--- src/common/remote_io_pkg.sv ---
`default_nettype none
package remote_io_pkg;
	// clock and serial timing
	localparam int CLK_HZ = 25_000_000;
	localparam int BAUD_RATE = 2400;
	localparam int BIT_CYCLES = (CLK_HZ + BAUD_RATE / 2) / BAUD_RATE;
	localparam int DATA_BITS = 8;
	localparam int REPORT_INTERVAL_S = 2;
	localparam int REPORT_CYCLES = CLK_HZ * REPORT_INTERVAL_S;
	localparam int DEBOUNCE_MS = 10;
	localparam int DEBOUNCE_CYCLES = CLK_HZ / 1000 * DEBOUNCE_MS;
	localparam int NUM_ALARMS = 2;
	localparam logic LINE_IDLE = 1'b1;
	localparam logic LINE_START = 1'b0;

	// dac codes, full code is 1 V or 20 mA
	localparam int DAC_W = 12;
	typedef logic [DAC_W-1:0] dac_t;
	localparam dac_t VOLT_RID_LOW = 12'h0400;
	localparam dac_t VOLT_RID_MED = 12'h0800;
	localparam dac_t VOLT_RID_HIGH = 12'h0c00;
	localparam dac_t VOLT_RID_AIR = 12'h0fff;
	localparam dac_t CURR_MIN = 12'h0333;
	localparam dac_t CURR_SPAN = 12'h0ccc;
	localparam dac_t CURR_RID_LOW = 12'h0666;
	localparam dac_t CURR_RID_MED = 12'h0999;
	localparam dac_t CURR_RID_HIGH = 12'h0ccc;
	localparam dac_t CURR_RID_AIR = 12'h0fff;

	// one-hot range relays
	localparam logic [3:0] RELAY_LOW = 4'h1;
	localparam logic [3:0] RELAY_MED = 4'h2;
	localparam logic [3:0] RELAY_HIGH = 4'h4;
	localparam logic [3:0] RELAY_AIR = 4'h8;

	typedef enum logic [1:0] {
		RANGE_LOW = 2'b00,
		RANGE_MED = 2'b01,
		RANGE_HIGH = 2'b10,
		RANGE_AIR = 2'b11
	} range_e;
	typedef enum logic [1:0] {
		CAL_IDLE = 2'b00,
		CAL_ZERO = 2'b01,
		CAL_SPAN = 2'b10
	} cal_state_e;
	typedef enum logic [1:0] {
		RPT_IDLE = 2'b00,
		RPT_LOAD = 2'b01,
		RPT_WAIT = 2'b10
	} rpt_state_e;
	typedef enum logic [1:0] {
		RX_IDLE = 2'b00,
		RX_START = 2'b01,
		RX_DATA = 2'b10,
		RX_STOP = 2'b11
	} rx_state_e;

	typedef struct packed {
		logic [15:0] threshold;
		logic high_acting;
		logic failsafe;
		logic latching;
		logic defeated;
	} alarm_cfg_s;
	typedef struct packed {
		dac_t pct_volt;
		dac_t rid_volt;
		dac_t pct_curr;
		dac_t rid_curr;
	} analog_out_s;

	// characters
	localparam logic [7:0] CHAR_CR = 8'h0d;
	localparam logic [7:0] CHAR_LF = 8'h0a;
	localparam logic [7:0] CHAR_A = 8'h61;
	localparam logic [7:0] CHAR_S = 8'h73;
	localparam logic [7:0] CHAR_Z = 8'h7a;
	localparam logic [7:0] CHAR_T = 8'h74;
	localparam logic [7:0] CHAR_DIGIT0 = 8'h30;
	localparam logic [7:0] CHAR_ONE = 8'h31;
	localparam logic [7:0] CHAR_HEX_OFS = 8'h37;
	localparam logic [7:0] CHAR_DASH = 8'h2d;

	// report items and their lengths including cr lf
	localparam logic [2:0] ITEM_CONC = 3'h0;
	localparam logic [2:0] ITEM_RANGE = 3'h1;
	localparam logic [2:0] ITEM_SPAN = 3'h2;
	localparam logic [2:0] ITEM_DIS1 = 3'h3;
	localparam logic [2:0] ITEM_DIS2 = 3'h4;
	localparam logic [2:0] ITEM_ON1 = 3'h5;
	localparam logic [3:0] LEN_CONC = 4'h6;
	localparam logic [3:0] LEN_RANGE2 = 4'h4;
	localparam logic [3:0] LEN_RANGE3 = 4'h5;
	localparam logic [3:0] LEN_SPAN = 4'h8;
	localparam logic [3:0] LEN_DIS = 4'hf;
	localparam logic [3:0] LEN_ON = 4'h9;
	localparam logic [3:0] TAG_DIGIT_POS = 4'h3;
	localparam logic [3:0] SPAN_HEX_POS = 4'h2;
	localparam logic [103:0] TXT_DIS = "AL-1 DISABLED";
	localparam logic [55:0] TXT_ON = "AL-1 ON";
	localparam logic [23:0] TXT_LO = "LO ";
	localparam logic [23:0] TXT_MED = "MED";
	localparam logic [23:0] TXT_HI = "HI ";
	localparam logic [23:0] TXT_AIR = "AIR";
endpackage
`default_nettype wire

--- src/uart_rx.sv ---
`default_nettype none
module uart_rx #(
	parameter int BIT_CYCLES = remote_io_pkg::BIT_CYCLES,
	parameter int DATA_BITS = remote_io_pkg::DATA_BITS
) (
	// clock and reset
	input wire logic clock,
	input wire logic rstn,
	// serial line
	input wire logic rxd,
	// received byte
	output logic [DATA_BITS-1:0] rx_data,
	output logic rx_valid
);
	import remote_io_pkg::*;

	localparam int CNT_W = $clog2(BIT_CYCLES);
	localparam int IDX_W = $clog2(DATA_BITS);
	localparam logic [CNT_W-1:0] CNT_LAST = CNT_W'(BIT_CYCLES - 1);
	localparam logic [CNT_W-1:0] CNT_HALF = CNT_W'(BIT_CYCLES / 2 - 1);
	localparam logic [IDX_W-1:0] IDX_LAST = IDX_W'(DATA_BITS - 1);

	rx_state_e state_ff;
	logic [CNT_W-1:0] cnt_ff;
	logic [IDX_W-1:0] idx_ff;
	logic [DATA_BITS-1:0] shift_ff;

	// 8n1 frame receiver, sampling mid-bit
	always_ff @(posedge clock)
	begin
		if (!rstn)
		begin
			state_ff <= RX_IDLE;
			cnt_ff <= '0;
			idx_ff <= '0;
			shift_ff <= '0;
			rx_data <= '0;
			rx_valid <= 1'b0;
		end
		else
		begin
			rx_valid <= 1'b0;
			cnt_ff <= cnt_ff + 1'b1;
			case (state_ff)
			RX_IDLE:
			begin
				cnt_ff <= '0;
				if (rxd == LINE_START)
					state_ff <= RX_START;
			end
			RX_START:
			begin
				if (cnt_ff == CNT_HALF)
				begin
					cnt_ff <= '0;
					idx_ff <= '0;
					state_ff <= (rxd == LINE_START) ? RX_DATA : RX_IDLE;
				end
			end
			RX_DATA:
			begin
				if (cnt_ff == CNT_LAST)
				begin
					cnt_ff <= '0;
					shift_ff <= {rxd, shift_ff[DATA_BITS-1:1]};
					idx_ff <= idx_ff + 1'b1;
					if (idx_ff == IDX_LAST)
						state_ff <= RX_STOP;
				end
			end
			RX_STOP:
			begin
				if (cnt_ff == CNT_LAST)
				begin
					state_ff <= RX_IDLE;
					if (rxd == LINE_IDLE)
					begin
						rx_data <= shift_ff;
						rx_valid <= 1'b1;
					end
				end
			end
			default:
				state_ff <= RX_IDLE;
			endcase
		end
	end
endmodule
`default_nettype wire

--- src/analyzer_remote_io.sv ---
// Behaviour
// - voltage percent output follows concentration, zero to full code
// - voltage range id: quarter, half, three quarter, full code per range
// - current percent output spans minimum to maximum current code
// - current range id gives four ascending levels for the four ranges
// - each threshold alarm acts above or below its threshold
// - each alarm may be failsafe, latching, or defeated
// - system alarm sets on power fault or self test failure, always failsafe
// - system alarm clears only after power cycle and a non-system button
// - remote zero or span input starts that calibration
// - acknowledge contact closed exactly while calibration runs
// - remote inputs are polled while analysing with contact open
// - requests during calibration are ignored and not stored
// - input still held at calibration end restarts the same calibration
// - exactly one of four range relays closed for the active range
// - sample, zero and span valve outputs follow the operating mode
// - status report sent every interval while reporting is enabled
// - report: concentration, range, span, disabled, tripped; each ends cr lf
// - serial span or zero command with enter starts that calibration
// - serial toggle command with enter stops or resumes reports
// - serial link is 2400 baud, eight data bits, no parity, one stop
`default_nettype none
module analyzer_remote_io #(
	parameter int BAUD_DIV = remote_io_pkg::BIT_CYCLES,
	parameter int REPORT_PERIOD = remote_io_pkg::REPORT_CYCLES,
	parameter int DEBOUNCE_LEN = remote_io_pkg::DEBOUNCE_CYCLES
) (
	// clock and reset
	input wire logic clock,
	input wire logic rstn,
	// measurement
	input wire logic [15:0] conc_ppm,
	input wire remote_io_pkg::dac_t conc_frac,
	input wire remote_io_pkg::range_e active_range,
	input wire logic [15:0] range_full_scale,
	// threshold alarms
	input wire remote_io_pkg::alarm_cfg_s [remote_io_pkg::NUM_ALARMS-1:0] alarm_cfg,
	input wire logic alarm_reset,
	// supervision and front panel
	input wire logic power_fault,
	input wire logic selftest_fail,
	input wire logic power_cycled,
	input wire logic button_press,
	input wire logic system_button,
	// remote calibration
	input wire logic remote_zero_in,
	input wire logic remote_span_in,
	input wire logic cal_done,
	// serial port
	input wire logic serial_rxd,
	output logic serial_txd,
	output logic report_enabled,
	// analog outputs and relays
	output var remote_io_pkg::analog_out_s analog_out,
	output logic [3:0] range_relay,
	output logic [remote_io_pkg::NUM_ALARMS-1:0] alarm_relay,
	output logic system_alarm,
	output logic system_alarm_relay,
	// calibration handshake and valves
	output logic cal_contact,
	output logic sample_valve,
	output logic zero_valve,
	output logic span_valve
);
	import remote_io_pkg::*;

	localparam int RPT_W = $clog2(REPORT_PERIOD);
	localparam int BAUD_W = $clog2(BAUD_DIV);
	localparam int DB_W = $clog2(DEBOUNCE_LEN + 1);
	localparam int FRAME_BITS = DATA_BITS + 2;
	localparam logic [3:0] FRAME_LEN = 4'(FRAME_BITS);

	// analog outputs and range relays
	logic [2*DAC_W-1:0] curr_prod;
	dac_t nxt_rid_volt;
	dac_t nxt_rid_curr;
	logic [3:0] nxt_range_relay;

	assign curr_prod = conc_frac * CURR_SPAN;

	always_comb
	begin
		nxt_rid_volt = VOLT_RID_AIR;
		nxt_rid_curr = CURR_RID_AIR;
		nxt_range_relay = RELAY_AIR;
		case (active_range)
		RANGE_LOW:
		begin
			nxt_rid_volt = VOLT_RID_LOW;
			nxt_rid_curr = CURR_RID_LOW;
			nxt_range_relay = RELAY_LOW;
		end
		RANGE_MED:
		begin
			nxt_rid_volt = VOLT_RID_MED;
			nxt_rid_curr = CURR_RID_MED;
			nxt_range_relay = RELAY_MED;
		end
		RANGE_HIGH:
		begin
			nxt_rid_volt = VOLT_RID_HIGH;
			nxt_rid_curr = CURR_RID_HIGH;
			nxt_range_relay = RELAY_HIGH;
		end
		default:
		begin
			nxt_rid_volt = VOLT_RID_AIR;
			nxt_rid_curr = CURR_RID_AIR;
			nxt_range_relay = RELAY_AIR;
		end
		endcase
	end

	always_ff @(posedge clock)
	begin
		if (!rstn)
		begin
			analog_out <= '0;
			range_relay <= '0;
		end
		else
		begin
			analog_out.pct_volt <= conc_frac;
			analog_out.pct_curr <= dac_t'(CURR_MIN + curr_prod[2*DAC_W-1:DAC_W]);
			analog_out.rid_volt <= nxt_rid_volt;
			analog_out.rid_curr <= nxt_rid_curr;
			range_relay <= nxt_range_relay;
		end
	end

	// threshold alarms; a set wins over reset
	logic [NUM_ALARMS-1:0] alarm_trip_ff;
	logic [NUM_ALARMS-1:0] alarm_hit;
	logic [NUM_ALARMS-1:0] nxt_alarm_trip;

	always_comb
	begin
		alarm_hit = '0;
		nxt_alarm_trip = '0;
		for (int k = 0; k < NUM_ALARMS; k++)
		begin
			alarm_hit[k] = alarm_cfg[k].high_acting ?
				(conc_ppm > alarm_cfg[k].threshold) :
				(conc_ppm < alarm_cfg[k].threshold);
			if (alarm_cfg[k].defeated)
				nxt_alarm_trip[k] = 1'b0;
			else if (alarm_cfg[k].latching)
				nxt_alarm_trip[k] = alarm_hit[k] |
					(alarm_trip_ff[k] & ~alarm_reset);
			else
				nxt_alarm_trip[k] = alarm_hit[k];
		end
	end

	always_ff @(posedge clock)
	begin
		if (!rstn)
		begin
			alarm_trip_ff <= '0;
			alarm_relay <= '0;
		end
		else
		begin
			alarm_trip_ff <= nxt_alarm_trip;
			for (int k = 0; k < NUM_ALARMS; k++)
				alarm_relay[k] <= alarm_cfg[k].failsafe ^ nxt_alarm_trip[k];
		end
	end

	// system alarm
	logic clear_armed_ff;
	logic sys_clear;
	logic nxt_system_alarm;

	assign sys_clear = clear_armed_ff & button_press & ~system_button;
	assign nxt_system_alarm = power_fault | selftest_fail |
		(system_alarm & ~sys_clear);

	always_ff @(posedge clock)
	begin
		if (!rstn)
		begin
			system_alarm <= 1'b0;
			system_alarm_relay <= 1'b0;
			clear_armed_ff <= 1'b0;
		end
		else
		begin
			system_alarm <= nxt_system_alarm;
			system_alarm_relay <= ~nxt_system_alarm;
			clear_armed_ff <= power_cycled | (clear_armed_ff & ~sys_clear);
		end
	end

	// remote input synchroniser and debounce, bit 0 zero, bit 1 span
	logic [1:0] cal_sync1_ff;
	logic [1:0] cal_sync2_ff;
	logic [1:0] cal_req_ff;
	logic [1:0][DB_W-1:0] db_cnt_ff;

	always_ff @(posedge clock)
	begin
		if (!rstn)
		begin
			cal_sync1_ff <= '0;
			cal_sync2_ff <= '0;
			cal_req_ff <= '0;
			db_cnt_ff <= '0;
		end
		else
		begin
			cal_sync1_ff <= {remote_span_in, remote_zero_in};
			cal_sync2_ff <= cal_sync1_ff;
			for (int k = 0; k < 2; k++)
			begin
				db_cnt_ff[k] <= '0;
				if (cal_sync2_ff[k] != cal_req_ff[k])
				begin
					if (db_cnt_ff[k] == DB_W'(DEBOUNCE_LEN - 1))
						cal_req_ff[k] <= cal_sync2_ff[k];
					else
						db_cnt_ff[k] <= db_cnt_ff[k] + 1'b1;
				end
			end
		end
	end

	// serial command parser
	logic [7:0] rx_data;
	logic rx_valid;
	logic [7:0] prev1_ff;
	logic [7:0] prev2_ff;
	logic cmd_zero_ff;
	logic cmd_span_ff;

	uart_rx #(
		.BIT_CYCLES(BAUD_DIV),
		.DATA_BITS(DATA_BITS)
	) u_rx (
		.clock(clock),
		.rstn(rstn),
		.rxd(serial_rxd),
		.rx_data(rx_data),
		.rx_valid(rx_valid)
	);

	always_ff @(posedge clock)
	begin
		if (!rstn)
		begin
			prev1_ff <= '0;
			prev2_ff <= '0;
			cmd_zero_ff <= 1'b0;
			cmd_span_ff <= 1'b0;
			report_enabled <= 1'b1;
		end
		else
		begin
			cmd_zero_ff <= 1'b0;
			cmd_span_ff <= 1'b0;
			if (rx_valid && rx_data == CHAR_CR)
			begin
				prev1_ff <= '0;
				prev2_ff <= '0;
				if ({prev2_ff, prev1_ff} == {CHAR_A, CHAR_Z})
					cmd_zero_ff <= 1'b1;
				if ({prev2_ff, prev1_ff} == {CHAR_A, CHAR_S})
					cmd_span_ff <= 1'b1;
				if ({prev2_ff, prev1_ff} == {CHAR_S, CHAR_T})
					report_enabled <= ~report_enabled;
			end
			else if (rx_valid)
			begin
				prev2_ff <= prev1_ff;
				prev1_ff <= rx_data;
			end
		end
	end

	// calibration handshake
	cal_state_e cal_state_ff;
	cal_state_e nxt_cal_state;

	always_comb
	begin
		nxt_cal_state = cal_state_ff;
		case (cal_state_ff)
		CAL_IDLE:
		begin
			if (cal_req_ff[0] || cmd_zero_ff)
				nxt_cal_state = CAL_ZERO;
			else if (cal_req_ff[1] || cmd_span_ff)
				nxt_cal_state = CAL_SPAN;
		end
		CAL_ZERO, CAL_SPAN:
		begin
			if (cal_done)
				nxt_cal_state = CAL_IDLE;
		end
		default:
			nxt_cal_state = CAL_IDLE;
		endcase
	end

	always_ff @(posedge clock)
	begin
		if (!rstn)
		begin
			cal_state_ff <= CAL_IDLE;
			cal_contact <= 1'b0;
			sample_valve <= 1'b1;
			zero_valve <= 1'b0;
			span_valve <= 1'b0;
		end
		else
		begin
			cal_state_ff <= nxt_cal_state;
			cal_contact <= nxt_cal_state != CAL_IDLE;
			sample_valve <= nxt_cal_state == CAL_IDLE;
			zero_valve <= nxt_cal_state == CAL_ZERO;
			span_valve <= nxt_cal_state == CAL_SPAN;
		end
	end

	// status report text
	function automatic logic [7:0] hex_char(input logic [3:0] n);
		return (n < 4'ha) ? CHAR_DIGIT0 + {4'h0, n} : CHAR_HEX_OFS + {4'h0, n};
	endfunction

	function automatic logic [3:0] item_len(input logic [2:0] item,
		input range_e rng);
		case (item)
		ITEM_CONC: return LEN_CONC;
		ITEM_RANGE: return (rng == RANGE_LOW || rng == RANGE_HIGH) ?
			LEN_RANGE2 : LEN_RANGE3;
		ITEM_SPAN: return LEN_SPAN;
		ITEM_DIS1, ITEM_DIS2: return LEN_DIS;
		default: return LEN_ON;
		endcase
	endfunction

	function automatic logic [7:0] item_char(input logic [2:0] item,
		input logic [3:0] pos, input logic [3:0] len,
		input logic [15:0] conc, input logic [15:0] span, input range_e rng);
		logic [15:0] nib;
		logic [23:0] rtxt;
		logic [103:0] dtxt;
		logic [55:0] otxt;
		logic [7:0] c;
		nib = (item == ITEM_CONC) ? conc << {pos, 2'b00} :
			span << {pos - SPAN_HEX_POS, 2'b00};
		case (rng)
		RANGE_LOW: rtxt = TXT_LO;
		RANGE_MED: rtxt = TXT_MED;
		RANGE_HIGH: rtxt = TXT_HI;
		default: rtxt = TXT_AIR;
		endcase
		rtxt = rtxt << {pos, 3'b000};
		dtxt = TXT_DIS << {pos, 3'b000};
		otxt = TXT_ON << {pos, 3'b000};
		c = otxt[55:48];
		if (pos == len - 4'h2)
			c = CHAR_CR;
		else if (pos == len - 4'h1)
			c = CHAR_LF;
		else if (item == ITEM_CONC)
			c = hex_char(nib[15:12]);
		else if (item == ITEM_RANGE)
			c = rtxt[23:16];
		else if (item == ITEM_SPAN)
			c = (pos == 4'h0) ? CHAR_DIGIT0 : (pos == 4'h1) ? CHAR_DASH :
				hex_char(nib[15:12]);
		else if (item == ITEM_DIS1 || item == ITEM_DIS2)
			c = (pos == TAG_DIGIT_POS) ? CHAR_ONE + 8'(item - ITEM_DIS1) :
				dtxt[103:96];
		else if (pos == TAG_DIGIT_POS)
			c = CHAR_ONE + 8'(item - ITEM_ON1);
		return c;
	endfunction

	function automatic logic [3:0] find_next(input logic [2:0] cur,
		input logic [7:0] mask);
		logic [3:0] r;
		r = '0;
		for (int k = 7; k >= 0; k--)
			if (k > int'(cur) && mask[k])
				r = {1'b1, 3'(k)};
		return r;
	endfunction

	// report sequencer and transmitter
	rpt_state_e rpt_state_ff;
	logic [RPT_W-1:0] rpt_timer_ff;
	logic [2:0] item_ff;
	logic [3:0] pos_ff;
	logic [15:0] snap_conc_ff;
	logic [15:0] snap_span_ff;
	range_e snap_range_ff;
	logic [7:0] snap_mask_ff;
	logic [FRAME_BITS-1:0] tx_shift_ff;
	logic [3:0] tx_bits_ff;
	logic [BAUD_W-1:0] baud_cnt_ff;
	logic rpt_tick;
	logic [3:0] cur_len;
	logic [7:0] cur_char;
	logic [3:0] nxt_item;

	assign rpt_tick = rpt_timer_ff == RPT_W'(REPORT_PERIOD - 1);
	assign cur_len = item_len(item_ff, snap_range_ff);
	assign cur_char = item_char(item_ff, pos_ff, cur_len, snap_conc_ff,
		snap_span_ff, snap_range_ff);
	assign nxt_item = find_next(item_ff, snap_mask_ff);

	always_ff @(posedge clock)
	begin
		if (!rstn)
		begin
			rpt_state_ff <= RPT_IDLE;
			rpt_timer_ff <= '0;
			item_ff <= ITEM_CONC;
			pos_ff <= '0;
			snap_conc_ff <= '0;
			snap_span_ff <= '0;
			snap_range_ff <= RANGE_LOW;
			snap_mask_ff <= '0;
		end
		else
		begin
			rpt_timer_ff <= rpt_tick ? '0 : rpt_timer_ff + 1'b1;
			case (rpt_state_ff)
			RPT_IDLE:
			begin
				if (rpt_tick && report_enabled)
				begin
					snap_conc_ff <= conc_ppm;
					snap_span_ff <= range_full_scale;
					snap_range_ff <= active_range;
					snap_mask_ff <= {system_alarm, alarm_trip_ff,
						alarm_cfg[1].defeated, alarm_cfg[0].defeated,
						3'b111};
					item_ff <= ITEM_CONC;
					pos_ff <= '0;
					rpt_state_ff <= RPT_LOAD;
				end
			end
			RPT_LOAD:
				rpt_state_ff <= RPT_WAIT;
			RPT_WAIT:
			begin
				if (tx_bits_ff == '0)
				begin
					rpt_state_ff <= RPT_LOAD;
					pos_ff <= pos_ff + 1'b1;
					if (pos_ff == cur_len - 4'h1)
					begin
						pos_ff <= '0;
						item_ff <= nxt_item[2:0];
						if (!nxt_item[3])
							rpt_state_ff <= RPT_IDLE;
					end
				end
			end
			default:
				rpt_state_ff <= RPT_IDLE;
			endcase
		end
	end

	always_ff @(posedge clock)
	begin
		if (!rstn)
		begin
			tx_shift_ff <= '1;
			tx_bits_ff <= '0;
			baud_cnt_ff <= '0;
			serial_txd <= LINE_IDLE;
		end
		else
		begin
			serial_txd <= tx_shift_ff[0];
			if (rpt_state_ff == RPT_LOAD)
			begin
				tx_shift_ff <= {LINE_IDLE, cur_char, LINE_START};
				tx_bits_ff <= FRAME_LEN;
				baud_cnt_ff <= '0;
			end
			else if (tx_bits_ff != '0)
			begin
				baud_cnt_ff <= baud_cnt_ff + 1'b1;
				if (baud_cnt_ff == BAUD_W'(BAUD_DIV - 1))
				begin
					baud_cnt_ff <= '0;
					tx_shift_ff <= {LINE_IDLE, tx_shift_ff[FRAME_BITS-1:1]};
					tx_bits_ff <= tx_bits_ff - 1'b1;
				end
			end
		end
	end
endmodule
`default_nettype wire

--- config.mk ---
export PLATFORM = sky130hd
export DESIGN_NAME = analyzer_remote_io
export DESIGN_NICKNAME = d
export VERILOG_FILES = /design/src/common/remote_io_pkg.sv /design/src/uart_rx.sv /design/src/analyzer_remote_io.sv
export SDC_FILE = /design/constraint.sdc
export NUM_CORES = 1
export LEC_CHECK = 0
export BUFFER_PORTS_ARGS = -buffer_cell sky130_fd_sc_hd__clkbuf_2
export CAP_MARGIN = 10
export CORE_ASPECT_RATIO = 0.9
export CORE_UTILIZATION = 60
export DETAILED_ROUTE_END_ITERATION = 7
export GPL_TIMING_DRIVEN = 0
export PLACE_DENSITY_LB_ADDON = 0.1
export SETUP_SLACK_MARGIN = 0.1
export SKIP_CTS_REPAIR_TIMING = 1
export SYNTH_ARGS = -nofsm -noshare
export SYNTH_HDL_FRONTEND = slang
export SYNTH_SLANG_ARGS = --single-unit
--- constraint.sdc ---
create_clock -name clock -period 7.88 [get_ports clock]
set_input_delay 1.576 -clock clock [delete_from_list [all_inputs] [get_ports clock]]
set_output_delay 1.576 -clock clock [all_outputs]
set_load 0.02 [all_outputs]
[Word level (Yosys, flattened, before mapping)]
Index checks and enable logic that the tools add are counted.
Word-level totals
  word-level logic and storage cells: 265
  bits in writable memories: 0
  latch bits: 0
  input port bits: 98
  memories: 0
  memory bits (read-only): 0
  output and inout bits: 62
  register bits after elaboration: 267
Operators by class
  magnitude comparators: 12
  eq/ne operators: 42
  bitwise operators: 21
  $add $sub $neg: 18
  multiplexer cells: 71
  reduce and logical (&&, ||, !) cells: 50
  multiply operators: 1
  shifts and indexed selects: 5
  divide/modulo/power cells: 0
Operator list (number)
  left shift 103 x 7 -> 104 bit (first input constant): 1
  one-hot mux 12 bit (3 select lines): 2
  two-way mux 8 bit: 8
  one-hot mux 20 bit (3 select lines): 1
  left shift 55 x 7 -> 56 bit (first input constant): 1
  two-way mux 4 bit: 13
  equality test 16 x 15 -> 1 bit (second input constant): 3
  two-way mux 14 bit: 3
  one-hot mux 14 bit (3 select lines): 1
  adder 18 x 1 -> 18 bit (second input constant): 2
  equality test 18 bit (second input constant): 2
  > comparator 16 bit: 2
  less-than comparator 16 bit: 2
  left shift 16 x 6 -> 16 bit: 2
  adder 14 x 1 -> 14 bit (second input constant): 2
  equality test 14 bit (second input constant): 2
  two-way mux 9 bit: 3
  adder 26 x 1 -> 26 bit (second input constant): 1
  equality test 26 bit (second input constant): 1
  left shift 24 x 7 -> 24 bit: 1
  multiplier 12 x 10 -> 22 bit (second input constant): 1
  two-way mux 2 bit: 11
  two-way mux 7 bit: 3
  AND reduction 2 bit: 9
  52 further kinds: 143

[Longest topological paths before layout]
Gate-level depths: netlist of run 1.
  depth in word-level cells: 13
  depth in mapped cells: 19
  depth with buffers taken out: 19

[Cells and area by module]
A second synthesis of run 1 with hierarchy kept.
Second synthesis, totals
  cells, all modules: 1738
  area, all modules: 14863.0 µm²
By module, submodules not included
  analyzer_remote_io: area each 13176.4 µm², cells each 1550, times used 1
  uart_rx: area each 1686.6 µm², cells each 188, times used 1

[Worst setup path after synthesis of run 1]
OpenSTA, ideal clock, no wires.
  path type: input-to-reg
  start point: in conc_frac[1]
  end point: reg analog_out[23] in the netlist's numbering
  stages on the path: 17
  arrival: 6364 ps
  required time: 7759 ps
  path slack: 1396 ps
  path through: ha_1 > inv_1 > fa_1 > fa_1 > fa_1 > inv_1 > fa_1 > ha_1 > a21oi_1 > o211ai_1 > o211a_1 > or3_1 > a21oi_1 > a211oi_1 > o221a_2 > nor3_1 > mux2_2
On the way
  cells in the longest elaborated chain, start to end: 2
RTL lines
  start, declared: line analyzer_remote_io.sv:33  | input wire remote_io_pkg::dac_t conc_frac,
  multiplier 12 x 10 -> 22 bit: line analyzer_remote_io.sv:79  | assign curr_prod = conc_frac * CURR_SPAN;
  adder 10 x 12 -> 12 bit: line analyzer_remote_io.sv:124  | analog_out.pct_curr <= dac_t'(CURR_MIN + curr_prod[2*DAC_W-1:DAC_W]);
  end, declared: line analyzer_remote_io.sv:54  | output var remote_io_pkg::analog_out_s analog_out,
Every way passes these cells.
A chain may end at the register's enable or synchronous reset.

[Worst setup path in the final report of run 1]
  start point: in conc_frac[5]
  end point: reg analog_out[23] in the netlist's numbering
Same word-level chain as after synthesis.

==> flow_metrics.py, run 1 <==
metrics = {
    "synth": {
        "synthAdderAreaFrac_pct": 16.6,
        "async_flop_share_pct": 0,
        "yosysSeqAreaShare_pct": 33.7,
        "syn-num-nets": 1988,
        "synth_edf_count": 0,
        "synth_top_family_by_area": "simple AND/OR/NAND/NOR gates",
        "synthXorXnorAreaFrac_pct": 6.93,
        "post_synth_num_cell_types": 64,
        "synth.avg_cell_area_um2": 8.48,
        "ys_ff_latch": 245,
        "ys.flop_type": "dfxtp_1",
        "synthSimpleGateAreaFrac_pct": 21.3,
        "synthMuxAreaShare_pct": 4.18,
        "synth_compound_area_share_pct": 11.5,
        "yosys_warnings": 0,
        "syn_area_mm2": 0.0145,
        "syn-instance-count": 1714,
    },
    "power": {
        "p_leak_nw": 7.00,
        "p_per_area_mw_per_mm2": 248,
        "peakVddDrop_uv": 557,
    },
    "final_layout": {
        "fin_util_pct": 70.8,
        "finish.net_count": 2176,
        "multi_input_area_mm2": 0.00879,
        "area_growth_pct": 14.8,
        "fill_cells": 1928,
        "fin_cells": 2225,
        "seqCellArea_mm2": 0.00490,
        "drive_gt1_share_pct": 12.7,
    },
    "timing": {
        "slew_viol_final": 0,
        "finalCritPeriodShare_pct": 82.9,
        "max_slew.worst_pin.slew_ns": 1.01,
        "hold_ws_ns": 0.436,
        "fin_skew_ns": 0.0112,
        "period_needed_ns": 6.53,
        "finalHoldViolations": 0,
        "fin_setup_tns_ns": 0,
        "grt_setup_unrepaired": "false",
        "max_freq_mhz": 153,
        "slew_headroom_pct": 32.4,
        "setup-violations-final": 0,
    },
    "global_route": {
        "grt_usage_pct": 28.6,
        "grt_pass1_wl_um": 58200,
        "gr-total-overflow": 0,
        "grt_pass1_vias": 11800,
        "grt_start_max_net_pins": 15,
        "antenna_found_initial": 2,
    },
    "placement": {
        "dp_hpwl_um": 26500,
        "place_inst": 2175,
        "place_congestion": 0.948,
        "port_buffers": 159,
    },
    "status": {
        "violations": "DRC",
        "status": "finished with violations",
    },
    "min_path": {
        "hold_class": "reg2reg",
    },
    "route": {
        "detailroute.via_count": 12400,
        "drc_errors": 16,
        "route.detailed.wl_per_inst_um": 15.7,
        "routed_wl_um": 34800,
        "vias_per_cell": 5.60,
        "drt-initial-drc-count": 778,
        "drtAntennaViolNets": 0,
        "first_pass_iters": 7,
    },
    "critical_path": {
        "path_common_cell": "fa_1",
        "worstPathArrival_ns": 6.98,
        "crit_fanout": 7,
        "cp-start-kind": "input pin",
        "reg2reg_slack_ns": 3.52,
        "slowest_stage": "fa_1",
        "crit_chain": "clkbuf_2, ha_1, inv_1, fa_1, fa_1, fa_1, inv_1, fa_1, ha_1, o21a_1, a2bb2oi_1, o41ai_1, xor2_1, a211o_1, a211oi_1, nor3_1, nor3_1, mux2_2",
        "crit_type": "in2reg",
        "crit_path_end_kind": "flop",
        "max_stage_delay_ns": 0.54,
        "cp.required_ns": 8.32,
    },
    "run": {
        "maxCapViolations": 0,
    },
    "floorplanning": {
        "dieArea_mm2": 0.0248,
        "placementRows": 53,
        "pin_count": 160,
        "start_util_pct": 61.7,
        "coreArea_mm2": 0.0235,
        "die_w_um": 166,
        "die_h_um": 150,
    },
    "cts": {
        "htree_levels": 1,
        "clockRootBuffer": "clkbuf_16",
        "clock_sinks": 245,
        "cts.path.max_buffers": 3,
        "path_clk_slew_ns": 0.06,
        "clock_latency_ns": 0.56,
        "cts_tree": "done",
        "cts_inserted_buffers": 27,
    },
}
[synthesized netlist by cell type, types with 8 or more instances]
library cell	number	area [µm²]
ha_1	148	1850
nor2_1	212	796
nor3b_1	8	60.1
o21a_1	17	128
a211oi_1	9	67.6
nand2_1	184	691
fa_1	28	561
and3_1	22	138
a21o_1	9	67.6
xor2_1	60	526
buf_4	20	150
mux4_2	9	203
and2_1	26	163
inv_1	122	458
nor2b_1	17	106
mux2i_1	36	360
nor4b_1	8	70.1
nor3_1	27	135
or3_1	14	87.6
nand2b_1	18	113
nand4_1	22	138
o21ai_0	55	275
a21oi_1	118	591
nand3_1	56	280
clkbuf_1	51	191
xnor2_1	55	482
dfxtp_1	245	4900
o211ai_1	10	75.1
nor4_1	11	68.8
[layer usage]
metal / up-vias / track usage [%] / part of all wire [%]
li1: 6203 / - / -
met3: 61 / 4.89 / 6.6
met5: - / 0 / 0
met2: 367 / 46.4 / 45
met4: 0 / 7.85 / 2.3
met1: 5818 / 39.3 / 46
[worst max-delay path, delay by kind of cell]
| kind | cells | cell delay, ns |
|---|---|---|
| adder cells (fa/ha/maj) | 6 | 2.74 |
| AO/OA/AOI/OAI | 5 | 1.47 |
| multiplexers | 1 | 0.36 |
| AND/OR/NAND/NOR | 2 | 0.33 |
| buffers and inverters | 3 | 0.31 |
| XOR/XNOR | 1 | 0.20 |
[cells in the final DEF, fill, tap and decap left out, types with 22 or more instances in the layout]
cell type    n
a21oi_1    118
and3_1      22
ha_1       148
dfxtp_1    245
nand2_1    184
clkbuf_2   159
o21ai_0     55
nor2_1     212
mux2i_1     36
and2_1      26
clkbuf_16   27
fa_1        28
clkbuf_1    57
xnor2_1     55
xor2_1      60
inv_1      122
nand4_1     22
nor3_1      27
nand3_1     56
[through the flow]
step	power, mW	setup slack, ns	area [µm²]
2_1_floorplan	2.45	1.40	14500
3_3_place_gp	2.73	0.844	15700
3_5_place_dp	2.77	0.821	15700
4_1_cts	4.15	1.35	16700
5_1_grt	4.40	0.923	16700
6_report	4.13	1.35	16700
[final cells by class]
cell class,instances,area share (%)
Multi-Input combinational cell,1267,52.7
Inverter,123,2.77
Clock buffer,38,4.60
Sequential cell,245,29.4
Timing Repair Buffer,159,4.77
Tap cell,302,2.27
Antenna cell,1,0.0150
Clock inverter,11,1.22
Buffer,79,2.24
[sequential cells by signal, indices dropped and copies added (netlist names), 9 cells and up, named ones only]
register / count
snap_span_ff: 16
tx_shift_ff: 9
rpt_timer_ff: 26
snap_conc_ff: 16
u_rx.cnt_ff: 14
db_cnt_ff: 36
baud_cnt_ff: 14
analog_out: 29
[path summary, 6_finish.rpt]
path	from	endpoint	cells after the start
worst max register to register	item_ff[2]	pos_ff[3]	14
worst max-delay path	conc_frac[5]	analog_out[23]	18
worst min-delay path	cal_sync1_ff[1]	cal_sync2_ff[1]	1
worst min register to register	cal_sync1_ff[1]	cal_sync2_ff[1]	1
[kinds of logic after synthesis]
group | count (synthesis)
AND/OR/NAND/NOR | 654
AO/OA/AOI/OAI | 273
flip-flops | 245
adder cells (fa/ha/maj) | 176
XOR/XNOR | 115
multiplexers | 49
buffers and inverters | 202
[where the power goes]
group          switching [mW]  leakage, nW  internal (mW)
Sequential             0.0178         1.99           1.29
Combinational           0.839         4.54          0.618
Clock                   0.522        0.476          0.844
Note: power is estimated with default switching activity, not from simulation.
==> run 2, diff against run 1 <==
Settings changed: ABC_AREA set to 1.
Clock period 7.88 ns to 6.5 ns, I/O delays scaled along.
==> run 2 against run 1 <==
  * The run now ends clean
  * Via count up 14%
  * Sequential power is 22% higher
  * Critical endpoint is now analog_out[20]
  * Flip-flop and latch count unchanged
==> flow_metrics.py, run 2 <==
metrics = {
    "floorplanning": {
        "start_util_pct": 60.9,
        "pin_count": 160,
        "die_h_um": 154,
        "coreArea_mm2": 0.0251,
        "placementRows": 55,
        "die_w_um": 170,
        "dieArea_mm2": 0.0261,
    },
    "timing": {
        "setup-violations-final": 0,
        "hold_ws_ns": 0.438,
        "fin_ws_ns": 0.735,
        "max_freq_mhz": 173,
        "fin_setup_tns_ns": 0,
        "period_needed_ns": 5.76,
        "grt_setup_unrepaired": "false",
        "slew_headroom_pct": 37.5,
        "slew_viol_final": 0,
        "fin_skew_ns": 0.00729,
        "max_slew.worst_pin.slew_ns": 0.938,
        "finalHoldViolations": 0,
        "finalCritPeriodShare_pct": 88.7,
    },
    "critical_path": {
        "max_stage_delay_ns": 0.55,
        "critical-path-top-delay-family": "adder cells",
        "crit_type": "in2reg",
        "worstPathArrival_ns": 6.20,
        "slowest_stage": "fa_1",
        "cp-start-kind": "input pin",
        "crit_fanout": 5,
        "critical_path_buf_inv_count": 5,
        "cp.required_ns": 6.93,
        "crit_chain": "clkbuf_2, ha_1, inv_1, fa_1, fa_1, fa_1, inv_1, fa_1, ha_1, a21oi_1, nand2_1, a21oi_1, nand2_1, nand2_1, nand2_1, ha_1, inv_1, nand3_1, nor2_1, inv_1, nand3_1, nand3_1, a21oi_1",
        "crit_path_end_kind": "flop",
    },
    "min_path": {
        "hold_class": "reg2reg",
    },
    "placement": {
        "dp_hpwl_um": 29000,
        "place_ws_ns": 0.287,
        "place_congestion": 0.944,
        "port_buffers": 159,
    },
    "synth": {
        "synth_common_cells": "nand2_1, inv_1, dfxtp_1, nor2_1, a21oi_1",
        "syn_area_mm2": 0.0153,
        "yosysMostFrequentCell": "nand2_1",
        "syn-num-nets": 2403,
        "synth_top_cell_area_share_pct": 32.0,
        "synth_edf_count": 0,
        "ys.flop_type": "dfxtp_1",
        "yosysSeqAreaShare_pct": 32.0,
        "async_flop_share_pct": 0,
        "syn-instance-count": 2129,
        "yosys_warnings": 0,
        "synth_top_cell_by_area": "dfxtp_1",
        "synth.avg_cell_area_um2": 7.19,
        "post_synth_num_cell_types": 60,
        "ys_ff_latch": 245,
        "synth.area.top_cells": "dfxtp_1, ha_1, nand2_1",
    },
    "cts": {
        "cts_inserted_buffers": 26,
        "cts_tree": "done",
        "path_clk_slew_ns": 0.07,
        "cts.path.max_buffers": 3,
        "clock_sinks": 245,
        "clock_latency_ns": 0.54,
        "htree_levels": 1,
        "clockRootBuffer": "clkbuf_16",
    },
    "final_layout": {
        "area_growth_pct": 13.7,
        "regMostFlops": "db_cnt_ff",
        "layout_commonest_cell": "nand2_1",
        "finish.net_count": 2590,
        "drive_gt1_share_pct": 12.8,
        "final_cell_mix": "nand2_1, inv_1, dfxtp_1",
        "largest_reg_flops": 36,
        "top_regs": "db_cnt_ff: 36 flops, analog_out: 29 flops, rpt_timer_ff: 26 flops",
    },
    "global_route": {
        "grt_pass1_vias": 13500,
        "antenna_found_initial": 1,
        "grt_usage_pct": 28.7,
        "grt_pass1_wl_um": 62000,
        "gr-total-overflow": 0,
        "grt_start_max_net_pins": 14,
    },
    "power": {
        "p_leak_nw": 8.16,
        "p_per_area_mw_per_mm2": 292,
        "peakVddDrop_uv": 285,
    },
    "status": {
        "status": "finished, final reports clean",
    },
    "route": {
        "route.detailed.wl_per_inst_um": 13.9,
        "drt-initial-drc-count": 1050,
        "detailroute.via_count": 14200,
        "vias_per_cell": 5.30,
        "drc_errors": 0,
        "drtAntennaViolNets": 0,
        "routed_wl_um": 37100,
        "first_pass_iters": 6,
    },
    "run": {
        "maxCapViolations": 0,
    },
}
## run 2: final cells by class
type / instances / area (µm²)
sequential: 245 / 4900
timing repair buffer: 159 / 796
antenna: 1 / 2.50
tap: 342 / 428
buffer: 65 / 350
inverter: 360 / 1360
clock buffer: 36 / 718
clock inverter: 11 / 150
multi-input combinational: 1459 / 8690
fill: 2159 / 7720
## run 2: cell families (layout without fill, tap and decap cells)
logic type      count (synthesis)  count (layout)  share of synthesized area [%]
fa+ha+maj                     176             176                           15.8
flops                         245             245                           32.0
xor+xnor                       35              35                           2.00
simple gates                  886             886                           26.1
other cells                     0               1                              0
buf+inv                       425             631                           11.2
compound gates                362             362                           12.9
## run 2: report_power, final
| group | internal [mW] | switching [mW] |
|---|---|---|
| registers | 1.56 | 0.0272 |
| clock network | 0.893 | 0.617 |
| logic | 0.671 | 1.31 |
## run 2: routing by layer
layer  track usage [%]  vias to the layer above  part of all wire [%]
li1                  -                     7286                     -
met1              37.6                     6440                    45
met2              47.5                      408                    45
met3              5.74                       63                   7.1
met4              8.49                        0                   2.6
met5                 0                        -                     0
## run 2: worst min-delay path: cells and delay by family (launching register included)
family,cells,cell delay (ns)
flip-flops,1,0.31
AND/OR/NAND/NOR,1,0.06
buffers and inverters,1,0.03
## run 2: final timing paths
| kind | slack [ns] | from | endpoint | depth (start not counted) |
|---|---|---|---|---|
| setup / recovery | 0.74 | conc_frac[1] | analog_out[20] | 23 |
| hold / removal | 0.44 | cal_sync1_ff[1] | cal_sync2_ff[1] | 2 |
| setup reg to reg | 3.27 | item_ff[0] | tx_shift_ff[3] | 25 |
| hold reg to reg | 0.44 | cal_sync1_ff[1] | cal_sync2_ff[1] | 2 |
## run 2: per-stage QoR
| stage | power [mW] | util, % | cell area [µm²] | std cells |
|---|---|---|---|---|
| global placement | 3.50 | 65.8 | 16500 | 2630 |
| CTS | 5.07 | 69.3 | 17400 | 2677 |
| finish | 5.08 | 69.3 | 17400 | 2678 |
| floorplan | 3.04 | - | 15300 | 2129 |
| detailed placement | 3.54 | 65.8 | 16500 | 2630 |
| global route | 5.44 | 69.3 | 17400 | 2677 |
==> run 3, diff against run 2 <==
Settings changed: SYNTH_HIERARCHICAL set to 1.
==> run 3 against run 2 <==
  * Hold slack got worse by 0.026 ns
  * First-iteration DRC count decreased by 17%
  * Synthesized area decreased by 0.61%
  * Sequential share of layout area about the same
  * Setup slack improved by 0.056 ns
  * Via count decreased by 2.6%
  * Critical path type unchanged
  * Cell count decreased by 2.1%
==> flow_metrics.py, run 3 <==
metrics = {
    "status": {
        "status": "finished, final reports clean",
    },
    "timing": {
        "setup-violations-final": 0,
        "max_freq_mhz": 175,
        "fin_setup_tns_ns": 0,
        "finalHoldViolations": 0,
        "finalCritPeriodShare_pct": 87.8,
        "slew_viol_final": 0,
        "grt_setup_unrepaired": "false",
        "slew_headroom_pct": 34.5,
        "fin_skew_ns": 0.0196,
        "max_slew.worst_pin.slew_ns": 0.982,
        "period_needed_ns": 5.71,
    },
    "synth": {
        "yosysMostFrequentCell": "nand2_1",
        "ys_ff_latch": 245,
        "synth.avg_cell_area_um2": 7.32,
        "synth_edf_count": 0,
        "ys.flop_type": "dfxtp_1",
        "syn-num-nets": 2348,
        "syn_area_mm2": 0.0152,
        "yosysSeqAreaShare_pct": 32.2,
        "synth_top_cell_area_share_pct": 32.2,
        "synth_top_cell_by_area": "dfxtp_1",
        "async_flop_share_pct": 0,
        "yosys_warnings": 6,
        "post_synth_num_cell_types": 63,
        "synth_common_cells": "nand2_1, inv_1, dfxtp_1, nor2_1, a21oi_1",
        "synth.area.top_cells": "dfxtp_1, ha_1, nand2_1",
        "syn-instance-count": 2078,
    },
    "min_path": {
        "worstHoldPathCells": 2,
        "hold_class": "reg2reg",
        "min_to": "cal_sync2_ff[1]",
        "min_from": "cal_sync1_ff[1]",
    },
    "global_route": {
        "gr-total-overflow": 0,
        "antenna_found_initial": 0,
        "grt_usage_pct": 28.0,
        "grt_start_max_net_pins": 14,
        "grt_pass1_wl_um": 60200,
        "grt_pass1_vias": 12900,
    },
    "floorplanning": {
        "coreArea_mm2": 0.0246,
        "die_w_um": 170,
        "die_h_um": 153,
        "dieArea_mm2": 0.0260,
        "pin_count": 160,
        "placementRows": 54,
        "start_util_pct": 61.8,
    },
    "power": {
        "power_mw": 4.90,
        "peakVddDrop_uv": 220,
        "p_leak_nw": 8.08,
        "p_per_area_mw_per_mm2": 282,
    },
    "final_layout": {
        "final_cell_mix": "nand2_1, inv_1, nor2_1, dfxtp_1, clkbuf_2",
        "regMostFlops": "db_cnt_ff",
        "layout_commonest_cell": "nand2_1",
        "top_regs": "db_cnt_ff: 36 flops, analog_out: 29 flops, rpt_timer_ff: 26 flops",
        "fill_cells": 2109,
        "area_growth_pct": 14.3,
        "finish.net_count": 2536,
        "drive_gt1_share_pct": 14.6,
        "largest_reg_flops": 36,
        "n_antenna_cell": 0,
    },
    "critical_path": {
        "slowest_stage": "fa_1",
        "rr_endpoint": "item_ff[0]",
        "critical-path-top-delay-family": "adder cells",
        "max_stage_delay_ns": 0.55,
        "reg2reg_slack_ns": 2.99,
        "critical_path_buf_inv_count": 6,
        "cp-start-kind": "input pin",
        "crit_path_end_kind": "flop",
        "crit_type": "in2reg",
        "path_common_cell": "inv_1",
        "cp.required_ns": 6.97,
        "crit_fanout": 5,
        "r2r-start": "item_ff[0]",
        "worstPathArrival_ns": 6.18,
        "crit_chain": "clkbuf_2, ha_1, inv_1, fa_1, inv_1, fa_1, fa_1, inv_1, fa_1, inv_1, ha_1, a21oi_1, o21ai_0, a21oi_1, nand2_1, xnor2_1, inv_1, nor2_1, nand2_1, nand3_2, nand2_1, nand3_1, nand2_1, nor2_1",
        "r2r_cells": 15,
        "crit_start": "conc_frac[6]",
    },
    "route": {
        "route.detailed.wl_per_inst_um": 13.9,
        "detailroute.via_count": 13800,
        "vias_per_cell": 5.27,
        "drt-initial-drc-count": 873,
        "drc_errors": 0,
        "first_pass_iters": 5,
        "drtAntennaViolNets": 0,
        "routed_wl_um": 36400,
    },
    "cts": {
        "cts_tree": "done",
        "clock_latency_ns": 0.55,
        "path_clk_slew_ns": 0.06,
        "htree_levels": 1,
        "clock_sinks": 245,
        "clockRootBuffer": "clkbuf_16",
        "cts.path.max_buffers": 3,
        "cts_inserted_buffers": 27,
    },
    "run": {
        "maxCapViolations": 0,
    },
    "placement": {
        "dp_hpwl_um": 28100,
        "place_congestion": 0.939,
        "port_buffers": 159,
    },
}
[run 3: layer usage]
metal / part of all wire (%) / global-route usage, %
met5: 0 / 0
met4: 2.6 / 7.42
met3: 5.2 / 3.73
met2: 45 / 46.3
met1: 47 / 38.3
[run 3: final cells by class]
type / count / area, µm² / area share, %
plain buffers: 65 / 380 / 2.19
flip-flops and latches: 245 / 4900 / 28.2
clock inverters: 12 / 191 / 1.10
clock buffers: 37 / 773 / 4.45
well taps: 336 / 420 / 2.42
multi-input cells: 1418 / 8610 / 49.5
repair buffers: 159 / 796 / 4.58
inverters: 350 / 1310 / 7.55
[run 3: worst max path at each step]
| stage | endpoint | slack, ns | cells after the start |
|---|---|---|---|
| after global routing | analog_out[20] | 0.53 | 19 |
| after detailed placement | analog_out[20] | 0.33 | 22 |
| after global placement | analog_out[20] | 0.41 | 22 |
| after floorplan | analog_out[23] | 0.97 | 23 |
| final | analog_out[23] | 0.79 | 24 |
| after CTS | analog_out[23] | 0.85 | 24 |
[run 3: cells by family after synthesis]
family / share of synthesized area [%]
and+or+nand+nor: 25.9
buffers and inverters: 11.1
AOI/OAI and AO/OA: 12.8
DFF: 32.2
adders and majority gates: 15.5
xor gates and xnor gates: 2.35
[run 3: worst register-to-register path, cell delays in order, from the launching register on]
cell      delay, ns
dfxtp_1        0.31
buf_2          0.17
inv_1          0.22
ha_1           0.30
ha_1           0.40
clkbuf_1       0.43
a21oi_1        0.22
ha_1           0.25
xnor2_1        0.13
xor2_1         0.15
nor3_1         0.22
nand3_2        0.16
nand2_2        0.11
nand2_4        0.09
a21oi_1        0.17
a211oi_2       0.05
[run 3: power breakdown]
part,switching (mW),internal (mW)
logic,1.06,0.607
registers,0.0175,1.56
clock network,0.634,1.03
[run 3: per-stage QoR]
stage	instance area, µm²	hold slack, ns	util [%]	instances	worst slack, ns
final	17400	0.413	70.7	2622	0.791
after global routing	17400	0.452	70.7	2622	0.531
after CTS	17400	0.420	70.7	2622	0.851
after detailed placement	16400	0.401	66.8	2573	0.328
after global placement	16400	0.398	66.8	2573	0.408
after floorplan	15200	0.390	-	2078	0.969
